`config.mk`:
```
export PLATFORM = sky130hd
export DESIGN_NAME = tdm_core
export DESIGN_NICKNAME = d
export VERILOG_FILES = /design/src/verilog/tdm_pkg.sv /design/src/verilog/tdm_conv_if.sv /design/src/verilog/tdm_conv_seq.sv /design/src/verilog/tdm_core.sv
export SDC_FILE = /design/constraint.sdc
export NUM_CORES = 1
export LEC_CHECK = 0
export BUFFER_PORTS_ARGS = -buffer_cell sky130_fd_sc_hd__buf_4
export CELL_PAD_IN_SITES_DETAIL_PLACEMENT = 1
export CELL_PAD_IN_SITES_GLOBAL_PLACEMENT = 2
export CORE_ASPECT_RATIO = 0.6
export CORE_UTILIZATION = 41
export CTS_CLUSTER_SIZE = 40
export DETAILED_ROUTE_END_ITERATION = 10
export PLACE_DENSITY_LB_ADDON = 0.3
export SYNTH_ARGS = -nofsm -noshare
export SYNTH_HDL_FRONTEND = slang
export SYNTH_SLANG_ARGS = --single-unit
```
`constraint.sdc`:
```
create_clock -name clk_i -period 6.21 [get_ports clk_i]
set_input_delay 1.242 -clock clk_i [delete_from_list [all_inputs] [get_ports clk_i]]
set_output_delay 1.242 -clock clk_i [all_outputs]
set_load 0.03 [all_outputs]
```
`src/verilog/tdm_pkg.sv`:
```
// Constants, register map and state types of the two-channel temperature monitor core.
// Assumes one 40 MHz clock and an external converter front end with a start/done handshake.
// Operation
// - Outside standby, converter runs continuously, each conversion started without any host request.
// - Conversions alternate local then remote; each result lands in its channel register.
// - Local result keeps only the eight most significant converter bits.
// - Remote result is 11 bits; upper eight bits sit in register 0x01.
// - Remote three low bits sit left-justified in register 0x10, other bits zero.
// - Host-written 11-bit twos-complement offset (0x11, 0x12) is added to remote results.
// - Both offset registers reset to zero, leaving remote results unmodified.
// - Each result is compared with its channel high and low limits.
// - A result outside a limit sets that limit's status flag.
// - Alert pin pulls low while any flag is set, unless alert is masked.
// - Every register is reached over the serial management bus only.
// - Host controls standby, alert mask and conversion rate.
// - Local and remote temperature registers power up at minus 128 degrees.
// - On normal power-up both channels convert before the first comparison.
// - Standby power-up compares default values, tripping both low flags and alert.
// - Standby pin high ends standby; host may read status; alert clears if values in limits.
// - One converter LSB stands for one eighth of a degree.
package tdm_pkg;

  //////////////////////////////////////////////////////////////////////////////
  // Register offsets
  localparam logic [7:0] REG_LOC_TEMP = 8'h00;
  localparam logic [7:0] REG_REM_HI = 8'h01;
  localparam logic [7:0] REG_STATUS = 8'h02;
  localparam logic [7:0] REG_CONFIG = 8'h03;
  localparam logic [7:0] REG_RATE = 8'h04;
  localparam logic [7:0] REG_LOC_HLIM = 8'h05;
  localparam logic [7:0] REG_LOC_LLIM = 8'h06;
  localparam logic [7:0] REG_REM_HLIM_HI = 8'h07;
  localparam logic [7:0] REG_REM_LLIM_HI = 8'h08;
  localparam logic [7:0] REG_REM_LO = 8'h10;
  localparam logic [7:0] REG_OFS_HI = 8'h11;
  localparam logic [7:0] REG_OFS_LO = 8'h12;
  localparam logic [7:0] REG_REM_HLIM_LO = 8'h13;
  localparam logic [7:0] REG_REM_LLIM_LO = 8'h14;

  //////////////////////////////////////////////////////////////////////////////
  // Reset values; 0x80 is the minus 128 degree code
  localparam logic [7:0] RST_TEMP = 8'h80;
  localparam logic [7:0] RST_OFS = 8'h00;
  localparam logic [7:0] RST_HLIM = 8'h7f;
  localparam logic [7:0] RST_LLIM = 8'h00;
  localparam logic [7:0] RST_LO_BITS = 8'h00;
  localparam logic [7:0] RST_CONFIG = 8'h00;
  localparam logic [7:0] RST_RATE = 8'h02;

  //////////////////////////////////////////////////////////////////////////////
  // Field positions
  localparam int ST_BUSY = 7;
  localparam int ST_FLAG_LSB = 3;
  localparam int CFG_MASK = 7;
  localparam int CFG_STANDBY_SELECT_PIN = 6;
  localparam int RES_W = 11;
  localparam int LOC_DROP = 3;
  localparam int LSB_MILLIDEG = 125;
  localparam logic [2:0] RATE_MAX = 3'h7;

  //////////////////////////////////////////////////////////////////////////////
  // Timing
  localparam int CLK_HZ = 40000000;
  localparam int CONV_BASE_TIME_MS = 4000;
  localparam int CONV_BASE_CYC = CONV_BASE_TIME_MS * (CLK_HZ / 1000);
  // Bus address is a core parameter default; value is arbitrary
  localparam logic [6:0] SMB_ADDR_DEF = 7'h2a;

  //////////////////////////////////////////////////////////////////////////////
  // State types
  typedef enum logic [1:0] {
    SEQ_IDLE = 2'b00,
    SEQ_LOC = 2'b01,
    SEQ_REM = 2'b11,
    SEQ_CMP = 2'b10
  } tdm_seq_state_t;

  typedef enum logic [3:0] {
    BUS_IDLE = 4'b0000,
    BUS_ADDR = 4'b0001,
    BUS_AACK = 4'b0011,
    BUS_PTR = 4'b0010,
    BUS_PACK = 4'b0110,
    BUS_WDAT = 4'b0111,
    BUS_WACK = 4'b0101,
    BUS_RDAT = 4'b0100,
    BUS_RACK = 4'b1100
  } tdm_bus_state_t;

endpackage : tdm_pkg

```
`src/verilog/tdm_conv_if.sv`:
```
// Link between the register core and the conversion sequencer.
// Assumes both ends sit on the same clock.
`timescale 1ns/100ps
interface tdm_conv_if;
  logic [2:0] rate;
  logic standby;
  logic adc_done;
  logic adc_start;
  logic adc_remote;
  logic cmp;
  logic busy;

  modport seq (input rate, input standby, input adc_done,
               output adc_start, output adc_remote, output cmp, output busy);
  modport core (output rate, output standby, output adc_done,
                input adc_start, input adc_remote, input cmp, input busy);
endinterface : tdm_conv_if

```
`src/verilog/tdm_conv_seq.sv`:
```
// Free-running conversion sequencer: rate timer, local/remote alternation, compare strobe.
// Assumes the converter pulses done once per start, on the same clock.
`timescale 1ns/100ps
module tdm_conv_seq #(
  parameter int CONV_BASE_CYC = tdm_pkg::CONV_BASE_CYC
) (
  input wire logic clk_i,
  input wire logic rst_i,
  tdm_conv_if.seq cv
);
  import tdm_pkg::*;

  typedef struct packed {
    tdm_seq_state_t st;
    logic [31:0] timer;
    logic start;
    logic remote;
    logic cmp;
    logic busy;
  } tdm_seq_st_t;

  tdm_seq_st_t s_ff;
  tdm_seq_st_t nxt_s;
  logic [31:0] period;
  logic tick;

  if (CONV_BASE_CYC < 256) begin : g_chk
    $error("CONV_BASE_CYC too small for the slowest rate shift");
  end

  //////////////////////////////////////////////////////////////////////////////
  always_comb begin
    period = 32'(CONV_BASE_CYC) >> cv.rate;
    tick = (s_ff.timer >= period - 32'h1);
    nxt_s = s_ff;
    nxt_s.start = 1'b0;
    nxt_s.cmp = 1'b0;
    nxt_s.timer = tick ? 32'h0 : s_ff.timer + 32'h1;
    case (s_ff.st)
      SEQ_IDLE: begin
        if (tick) begin
          if (cv.standby) begin
            nxt_s.cmp = 1'b1;
          end else begin
            nxt_s.start = 1'b1;
            nxt_s.busy = 1'b1;
            nxt_s.st = SEQ_LOC;
          end
        end
      end
      SEQ_LOC: begin
        if (cv.adc_done) begin
          if (cv.standby) begin
            nxt_s.st = SEQ_IDLE;
            nxt_s.busy = 1'b0;
          end else begin
            nxt_s.start = 1'b1;
            nxt_s.remote = 1'b1;
            nxt_s.st = SEQ_REM;
          end
        end
      end
      SEQ_REM: begin
        if (cv.adc_done) begin
          nxt_s.st = SEQ_CMP;
        end
      end
      SEQ_CMP: begin
        nxt_s.cmp = 1'b1;
        nxt_s.remote = 1'b0;
        nxt_s.busy = 1'b0;
        nxt_s.st = SEQ_IDLE;
      end
      default: begin
        nxt_s.st = SEQ_IDLE;
      end
    endcase
  end

  // Timer starts full so the first cycle begins right after reset
  always_ff @(posedge clk_i or posedge rst_i) begin
    if (rst_i) begin
      s_ff <= '{st: SEQ_IDLE, timer: 32'hffffffff, start: 1'b0, remote: 1'b0,
                cmp: 1'b0, busy: 1'b0};
    end else begin
      s_ff <= nxt_s;
    end
  end

  assign cv.adc_start = s_ff.start;
  assign cv.adc_remote = s_ff.remote;
  assign cv.cmp = s_ff.cmp;
  assign cv.busy = s_ff.busy;
endmodule : tdm_conv_seq

```
`src/verilog/tdm_core.sv`:
```
// Top of the temperature monitor: bus slave, register file, limit compare, alert pin.
// Assumes bus pins already synchronous to clk_i and a converter front end on adc_* ports.
`timescale 1ns/100ps
module tdm_core #(
  parameter logic [6:0] SMB_ADDR = tdm_pkg::SMB_ADDR_DEF,
  parameter int CONV_BASE_CYC = tdm_pkg::CONV_BASE_CYC
) (
  input wire logic clk_i,
  input wire logic rst_i,
  input wire logic scl_i,
  input wire logic sda_i,
  output logic sda_o,
  output logic sda_oe_n_o,
  output logic alert_o,
  output logic alert_oe_n_o,
  input wire logic standby_select_pin_i,
  input wire logic adc_done_i,
  input wire logic [tdm_pkg::RES_W-1:0] adc_data_i,
  output logic adc_start_o,
  output logic adc_remote_o
);
  import tdm_pkg::*;

  typedef struct packed {
    tdm_bus_state_t bst;
    logic scl_q;
    logic sda_q;
    logic [3:0] cnt;
    logic [7:0] shift;
    logic rw;
    logic drive;
    logic [7:0] ptr;
    logic [7:0] loc;
    logic [7:0] rem_hi;
    logic [7:0] rem_lo;
    logic [7:0] ofs_hi;
    logic [7:0] ofs_lo;
    logic [7:0] cfg;
    logic [7:0] rate;
    logic [7:0] loc_hlim;
    logic [7:0] loc_llim;
    logic [7:0] rhl_hi;
    logic [7:0] rhl_lo;
    logic [7:0] rll_hi;
    logic [7:0] rll_lo;
    logic [3:0] flags;
    logic alert;
    logic pin_lo;
  } tdm_core_st_t;

  tdm_core_st_t s_ff;
  tdm_core_st_t nxt_s;
  logic start_c;
  logic stop_c;
  logic rise_c;
  logic fall_c;
  logic load_rd;
  logic wr_en;
  logic status_rd;
  logic [7:0] rd_byte;
  logic [RES_W-1:0] rem_sum;
  logic [RES_W-1:0] rem_val;
  logic [RES_W-1:0] loc_val;

  tdm_conv_if cv ();

  tdm_conv_seq #(
    .CONV_BASE_CYC(CONV_BASE_CYC)
  ) u_seq (
    .clk_i(clk_i),
    .rst_i(rst_i),
    .cv(cv)
  );

  if (RES_W != 11) begin : g_chk
    $error("result width must be 11");
  end

  // Signed compare; local values are widened to the remote scale
  function automatic logic below(input logic [RES_W-1:0] a, input logic [RES_W-1:0] b);
    return $signed(a) < $signed(b);
  endfunction : below

  //////////////////////////////////////////////////////////////////////////////
  // Sequencer link; pin low means standby
  assign cv.standby = ~standby_select_pin_i | s_ff.cfg[CFG_STANDBY_SELECT_PIN];
  assign cv.rate = (s_ff.rate > {5'h0, RATE_MAX}) ? RATE_MAX : s_ff.rate[2:0];
  assign cv.adc_done = adc_done_i;

  // Offset sum wraps in 11 bits; saturation left to host calibration
  assign rem_sum = adc_data_i + {s_ff.ofs_hi, s_ff.ofs_lo[7:5]};
  assign rem_val = {s_ff.rem_hi, s_ff.rem_lo[7:5]};
  assign loc_val = {s_ff.loc, 3'h0};

  always_comb begin
    case (s_ff.ptr)
      REG_LOC_TEMP: rd_byte = s_ff.loc;
      REG_REM_HI: rd_byte = s_ff.rem_hi;
      REG_STATUS: rd_byte = {cv.busy, s_ff.flags, 3'h0};
      REG_CONFIG: rd_byte = s_ff.cfg;
      REG_RATE: rd_byte = s_ff.rate;
      REG_LOC_HLIM: rd_byte = s_ff.loc_hlim;
      REG_LOC_LLIM: rd_byte = s_ff.loc_llim;
      REG_REM_HLIM_HI: rd_byte = s_ff.rhl_hi;
      REG_REM_LLIM_HI: rd_byte = s_ff.rll_hi;
      REG_REM_LO: rd_byte = s_ff.rem_lo;
      REG_OFS_HI: rd_byte = s_ff.ofs_hi;
      REG_OFS_LO: rd_byte = s_ff.ofs_lo;
      REG_REM_HLIM_LO: rd_byte = s_ff.rhl_lo;
      REG_REM_LLIM_LO: rd_byte = s_ff.rll_lo;
      default: rd_byte = 8'h00;
    endcase
  end

  //////////////////////////////////////////////////////////////////////////////
  always_comb begin
    nxt_s = s_ff;
    load_rd = 1'b0;
    wr_en = 1'b0;
    status_rd = 1'b0;
    nxt_s.scl_q = scl_i;
    nxt_s.sda_q = sda_i;
    start_c = s_ff.scl_q & scl_i & s_ff.sda_q & ~sda_i;
    stop_c = s_ff.scl_q & scl_i & ~s_ff.sda_q & sda_i;
    rise_c = scl_i & ~s_ff.scl_q;
    fall_c = ~scl_i & s_ff.scl_q;

    // Converter results, stored by the channel in flight
    if (adc_done_i) begin
      if (cv.adc_remote) begin
        nxt_s.rem_hi = rem_sum[10:3];
        nxt_s.rem_lo = {rem_sum[2:0], 5'h00};
      end else begin
        nxt_s.loc = adc_data_i[RES_W-1:LOC_DROP];
      end
    end

    // Byte-level bus slave; the pointer does not auto-increment
    if (start_c) begin
      nxt_s.bst = BUS_ADDR;
      nxt_s.cnt = 4'h0;
      nxt_s.drive = 1'b0;
    end else if (stop_c) begin
      nxt_s.bst = BUS_IDLE;
      nxt_s.drive = 1'b0;
    end else begin
      case (s_ff.bst)
        BUS_ADDR, BUS_PTR, BUS_WDAT: begin
          if (rise_c && s_ff.cnt < 4'h8) begin
            nxt_s.shift = {s_ff.shift[6:0], sda_i};
            nxt_s.cnt = s_ff.cnt + 4'h1;
          end else if (fall_c && s_ff.cnt == 4'h8) begin
            nxt_s.cnt = 4'h0;
            nxt_s.drive = 1'b1;
            if (s_ff.bst == BUS_ADDR) begin
              nxt_s.rw = s_ff.shift[0];
              nxt_s.bst = BUS_AACK;
              if (s_ff.shift[7:1] != SMB_ADDR) begin
                nxt_s.drive = 1'b0;
                nxt_s.bst = BUS_IDLE;
              end
            end else if (s_ff.bst == BUS_PTR) begin
              nxt_s.ptr = s_ff.shift;
              nxt_s.bst = BUS_PACK;
            end else begin
              wr_en = 1'b1;
              nxt_s.bst = BUS_WACK;
            end
          end
        end
        BUS_AACK: begin
          if (fall_c) begin
            nxt_s.drive = 1'b0;
            nxt_s.bst = BUS_PTR;
            load_rd = s_ff.rw;
          end
        end
        BUS_PACK, BUS_WACK: begin
          if (fall_c) begin
            nxt_s.drive = 1'b0;
            nxt_s.bst = BUS_WDAT;
          end
        end
        BUS_RDAT: begin
          if (fall_c) begin
            if (s_ff.cnt == 4'h8) begin
              nxt_s.drive = 1'b0;
              nxt_s.cnt = 4'h0;
              nxt_s.bst = BUS_RACK;
            end else begin
              nxt_s.drive = ~s_ff.shift[6];
              nxt_s.shift = {s_ff.shift[6:0], 1'b0};
              nxt_s.cnt = s_ff.cnt + 4'h1;
            end
          end
        end
        BUS_RACK: begin
          if (rise_c) begin
            if (sda_i) begin
              nxt_s.bst = BUS_IDLE;
            end else begin
              nxt_s.cnt = 4'h9;
            end
          end else if (fall_c && s_ff.cnt == 4'h9) begin
            load_rd = 1'b1;
          end
        end
        default: begin
          nxt_s.bst = BUS_IDLE;
        end
      endcase
    end

    // Read data goes out MSB first, released bit means one
    if (load_rd) begin
      nxt_s.bst = BUS_RDAT;
      nxt_s.shift = rd_byte;
      nxt_s.drive = ~rd_byte[7];
      nxt_s.cnt = 4'h1;
      status_rd = (s_ff.ptr == REG_STATUS);
    end

    if (wr_en) begin
      case (s_ff.ptr)
        REG_CONFIG: nxt_s.cfg = s_ff.shift;
        REG_RATE: nxt_s.rate = s_ff.shift;
        REG_LOC_HLIM: nxt_s.loc_hlim = s_ff.shift;
        REG_LOC_LLIM: nxt_s.loc_llim = s_ff.shift;
        REG_REM_HLIM_HI: nxt_s.rhl_hi = s_ff.shift;
        REG_REM_LLIM_HI: nxt_s.rll_hi = s_ff.shift;
        REG_OFS_HI: nxt_s.ofs_hi = s_ff.shift;
        REG_OFS_LO: nxt_s.ofs_lo = {s_ff.shift[7:5], 5'h00};
        REG_REM_HLIM_LO: nxt_s.rhl_lo = {s_ff.shift[7:5], 5'h00};
        REG_REM_LLIM_LO: nxt_s.rll_lo = {s_ff.shift[7:5], 5'h00};
        default: nxt_s.cfg = s_ff.cfg;
      endcase
    end

    // Read clears first, so a compare in the same cycle still sets
    if (status_rd) begin
      nxt_s.flags = 4'h0;
    end
    if (cv.cmp) begin
      nxt_s.flags = nxt_s.flags | {
        below({s_ff.loc_hlim, 3'h0}, loc_val),
        below(loc_val, {s_ff.loc_llim, 3'h0}),
        below({s_ff.rhl_hi, s_ff.rhl_lo[7:5]}, rem_val),
        below(rem_val, {s_ff.rll_hi, s_ff.rll_lo[7:5]})};
    end
    nxt_s.alert = (|s_ff.flags) & ~s_ff.cfg[CFG_MASK];
  end

  //////////////////////////////////////////////////////////////////////////////
  always_ff @(posedge clk_i or posedge rst_i) begin
    if (rst_i) begin
      s_ff <= '{bst: BUS_IDLE, scl_q: 1'b1, sda_q: 1'b1, cnt: 4'h0, shift: 8'h00,
                rw: 1'b0, drive: 1'b0, ptr: 8'h00,
                loc: RST_TEMP, rem_hi: RST_TEMP, rem_lo: RST_LO_BITS,
                ofs_hi: RST_OFS, ofs_lo: RST_OFS,
                cfg: RST_CONFIG, rate: RST_RATE,
                loc_hlim: RST_HLIM, loc_llim: RST_LLIM, rhl_hi: RST_HLIM,
                rhl_lo: RST_LO_BITS, rll_hi: RST_LLIM, rll_lo: RST_LO_BITS,
                flags: 4'h0, alert: 1'b0, pin_lo: 1'b0};
    end else begin
      s_ff <= nxt_s;
    end
  end

  assign sda_o = s_ff.pin_lo;
  assign sda_oe_n_o = ~s_ff.drive;
  assign alert_o = s_ff.pin_lo;
  assign alert_oe_n_o = ~s_ff.alert;
  assign adc_start_o = cv.adc_start;
  assign adc_remote_o = cv.adc_remote;
endmodule : tdm_core

```
# Word level (Yosys, flattened, before mapping)
# Index checks and enable logic that the tools add are counted.
[classes]
n_mux = 81
addsub = 4
n_eq_ne = 52
shifts = 1
bitwise_logic = 25
n_lt_le_gt_ge = 7
reduce_logical = 35
[ops]
columns = ["operator", "count"]
rows = [
  ["case mux 8 bit (14 select lines)", 1],
  ["2-to-1 mux 4 bit", 20],
  ["inequality test 5 bit (second input constant)", 9],
  ["< comparator 11 bit", 4],
  ["equality test 8 x 5 -> 1 bit (second input constant)", 5],
  ["adder 32 x 1 -> 32 bit (second input constant)", 1],
  ["equality test 8 x 3 -> 1 bit (second input constant)", 4],
  ["greater-or-equal comparator 32 bit", 1],
  ["2-to-1 mux 32 bit", 1],
  ["2-to-1 mux 8 bit", 4],
  ["right shift 28 x 3 -> 32 bit (first input constant)", 1],
  ["subtractor 32 x 1 -> 32 bit (second input constant)", 1],
  ["2-to-1 mux 1 bit", 27],
  ["2-to-1 mux 12 bit", 2],
  ["AND reduction 2 bit", 12],
  ["2-to-1 mux 2 bit", 11],
  ["2-to-1 mux 10 bit", 2],
  ["case mux 4 bit (5 select lines)", 1],
  ["AND reduction 6 bit", 3],
  ["equality test 4 x 3 -> 1 bit (second input constant)", 4],
  ["equality test 8 x 2 -> 1 bit (second input constant)", 2],
  ["case mux 8 bit (2 select lines)", 1],
  ["NOT 1 bit", 15],
  ["2-to-1 mux 13 bit", 1],
  ["42 further kinds", 72],
]
[totals]
reg_bits = 155
in_bits = 17
elab_cells = 234

# Logic depth before layout (Yosys ltp)
[depth]
depth_word = 12
mapped_depth = 20

# Modules after synthesis
# From an unflattened synthesis, not the netlist that was laid out.
[hier_totals]
cells_unflattened = 1073
area_unflattened_um2 = 10443.8
[modules_own_cells]
columns = ["mod", "cells_each", "n_inst", "area_per_inst_um2"]
rows = [
  ["tdm_core", 733, 1, 7482.2],
  ["tdm_conv_seq", 340, 1, 2961.6],
]

# Least setup slack after synthesis
# OpenSTA, ideal clock, no wires.
[synth_timing]
path_type = "register to register"
from = "reg s_ff[60] in the netlist's numbering"
to = "reg u_seq.s_ff, in the netlist u_seq.cv.cmp"
setup_ns = 0.120
stages_incl_launch_ff = 19
required_time_ns = 6.090
period_less_slack_ns = 3.804
t_arrival_ns = 3.683
path_slack_ns = 2.406
cell_sequence = "dfrtp_1 -> nor4_1 -> nand2b_1 -> nor2_1 -> inv_1 -> ha_1 -> nor2b_1 -> nand2_1 -> nor2_1 -> nor2_1 -> o22ai_1 -> ha_1 -> a21oi_1 -> o21ai_0 -> a2111oi_0 -> a211oi_1 -> or2_1 -> buf_4 -> a31o_2"
[synth_lines]
columns = ["item", "line", "text"]
rows = [
  ["from (decl)", "tdm_core.sv:51", "tdm_core_st_t s_ff;"],
  ["from (signal assigned)", "tdm_core.sv:256", "s_ff <= '{bst: BUS_IDLE, scl_q: 1'b1, sda_q: 1'b1, cnt: 4'h0, shift: 8'h00,"],
  ["from (signal assigned)", "tdm_core.sv:265", "s_ff <= nxt_s;"],
  ["to (signal assigned)", "tdm_conv_seq.sv:83", "s_ff <= '{st: SEQ_IDLE, timer: 32'hffffffff, start: 1'b0, remote: 1'b0,"],
  ["to (signal assigned)", "tdm_conv_seq.sv:86", "s_ff <= nxt_s;"],
  ["to (decl)", "tdm_conv_seq.sv:22", "tdm_seq_st_t s_ff;"],
]

==> impl_metrics.toml <==
[outcome]
status = "completed"

[clock_network]
cts_resized = 0
tritoncts = "yes"
cts_setup_buffers = 0
root_buffer = "clkbuf_16"
ctsHtreeMaxLevel = 4
cts_sinks = 155
clock_latency_ns = 0.44
cts_hold_buf = 0
clockBufferDepth = 2
clk_pin_slew_ns = 0.06
numCtsBuffers = 17

[critical_path]
crit_type = "register to register"
cp.arrival_ns = 5.08
cp-start-kind = "register"
crit_fanout = 32
worstSetupEndpointType = "register"
r2r.worst_path.cells = 18
required_ns = 6.55

[layout]
postLayoutCoreUtil_pct = 46.0
drive_above_1_share_pct = 18.1
area_delta_synth_final_pct = 9.20
num_antenna_cells = 0
instances_no_fill = 1416
nets = 1184

[power]
ir_worst_vdd_uv = 221
leakagePower_nw = 4.92
power_density_nw_per_um2 = 316

[synthesis]
synth_largest_area_cell = "dfrtp_1"
synth_top_area_share_pct = 25.4
synth_common_cells = "109 x nand2_1, 104 x dfrtp_1, 85 x ha_1"
synth.top_cells.by_area = "dfrtp_1 25%, dfstp_2 13%, ha_1 10%, mux2_2 6.5%, nand2_1 4.0%"
syn_avg_cell_area_um2 = 9.52
synthFlopType = "dfrtp_1"
synth_warnings = 0
synth_edf_count = 0
yosysSeqAreaShare_pct = 38.5
synthDistinctLibCells = 90
synth_cells = 1077
synth_most_common_cell = "nand2_1"
async_flop_share_pct = 100
synth-seq-cells = 155
synthesis.area_um2 = 10200

[global_route]
grt_max_degree = 60
grt_pass1_wl_um = 50400
grtUsageTotal_pct = 26.2
grt_pass1_vias = 8474
grt-ovfl-total = 0
antenna_found_initial = 1

[die]
die_area_um2 = 25700
initial_utilization_pct = 42.1
rows = 44
fp.coreArea_um2 = 24300
die_height_um = 124
die_x_um = 206
io_pins = 23

[sta]
rsz0062_at_grt = "no"
hold_violations = 0
fin_crit_ns = 4.74
finalSetupTns_ns = 0
max_slew_margin_pct = 15.9
final_max_slew_viol_count = 0
max_clock_freq_mhz = 211
setup_viol = 0
hold_ws_ns = 0.486
worstMarginPinSlew_ns = 1.26
period_share_pct = 76.4
fin_skew_ns = 0.00867

[detailed_routing]
via_per_inst = 5.79
ant_nets = 0
drt_wl_total_um = 31700
first_iter_violations = 708
routedWlPerCell_um = 22.4
drc = 0
first_pass_iters = 5
vias = 8199

[placed_design]
place_congestion = 0.908
port_buffers = 20
dp.cells = 1384
hpwl_um = 24100

[flow_run]
drv_cap = 0

[min_path]
holdPathStages = 1
hp-class = "register to register"
-- area by class of cell --
class | count | area (µm²)
sequential | 155 | 3940
clock inverter | 8 | 70.1
timing repair buffer | 30 | 225
fill | 2794 | 13100
multi-input combinational | 805 | 5810
clock buffer | 24 | 472
tap | 322 | 403
inverter | 72 | 275
-- stage by stage --
step / worst slack, ns / area (µm²) / power [W]
finish: 1.47 / 11200 / 0.00354
global route: 1.05 / 11200 / 0.00375
CTS: 1.48 / 11200 / 0.00354
detailed placement: 1.50 / 10700 / 0.00252
global placement: 1.84 / 10700 / 0.00249
floorplan: 0.874 / 10300 / 0.00213
-- metal layers --
metal,global-route usage [%],routed length [µm],up-vias
met4,6.14,409,2
met2,32.6,11900,170
met5,0,9,-
met1,42.6,17300,4151
li1,-,-,3848
met3,7.56,2050,28
-- worst paths after layout --
path,slack [ns],to,startpoint
max in group asynchronous,4.13,s_ff[125],rst_i
setup / recovery,1.47,u_seq.cv.cmp,s_ff[58]
hold reg to reg,0.49,s_ff[1],s_ff[69]
hold / removal,0.49,s_ff[1],s_ff[69]
setup reg to reg,1.47,u_seq.cv.cmp,s_ff[58]
min in group asynchronous,0.87,s_ff[130],rst_i
-- placed cells by master, fill, tap and decap left out, types with 7 or more instances in the layout --
| cell type | n |
|---|---|
| nand2_1 | 109 |
| dfrtp_1 | 104 |
| ha_1 | 85 |
| nor2_1 | 79 |
| o21ai_0 | 71 |
| inv_1 | 71 |
| mux2_2 | 59 |
| dfstp_2 | 51 |
| a21oi_1 | 44 |
| buf_4 | 30 |
| nand3_1 | 27 |
| xnor2_1 | 26 |
| nor2b_1 | 19 |
| mux2i_1 | 19 |
| clkbuf_16 | 17 |
| nand2b_1 | 16 |
| nor3_1 | 14 |
| a22oi_1 | 14 |
| xor2_1 | 14 |
| and3_1 | 13 |
| a31oi_1 | 10 |
| o211ai_1 | 10 |
| a21o_1 | 8 |
| a21boi_0 | 8 |
| o31ai_1 | 8 |
| o22ai_1 | 8 |
| nand4_1 | 8 |
| and2_1 | 7 |
| mux2_1 | 7 |
-- logic make-up after synthesis --
logic type,count (synthesis),synth area share [%]
and+or+nand+nor,347,17.5
AOI/OAI and AO/OA,240,15.6
DFF,155,38.5
buffers and inverters,121,5.04
adders and majority gates,87,10.7
muxes,86,9.33
xor gates and xnor gates,40,3.42
other,1,0.0366
-- registers in the layout, indices dropped and copies added, names as in the netlist --
name / count
u_seq.cv.busy: 1
u_seq.cv.adc_start: 1
s_ff: 98
u_seq.s_ff: 34
u_seq.cv.adc_remote: 1
rem_val: 11
u_seq.cv.cmp: 1
loc_val: 8
-- worst max-delay path, stage by stage, from the launching register on --
cell	delay (ns)
dfrtp_1	0.40
nor4_1	0.43
nand2b_1	0.19
nor2_1	0.34
inv_1	0.17
ha_1	0.41
nor2b_1	0.25
nand2_1	0.11
nor2_1	0.09
nor2_1	0.05
o22ai_1	0.18
ha_1	0.28
a21oi_1	0.13
o21ai_0	0.15
a2111oi_0	0.46
a211oi_1	0.23
or2_1	0.24
buf_4	0.24
a31o_2	0.27
-- power by group --
group	internal, W	total [W]	switching [W]
combinational	0.000438	0.00111	0.000667
sequential	0.00114	0.00143	0.000287
clock	0.000570	0.00100	0.000434
Note: power is estimated with default switching activity, not from simulation.
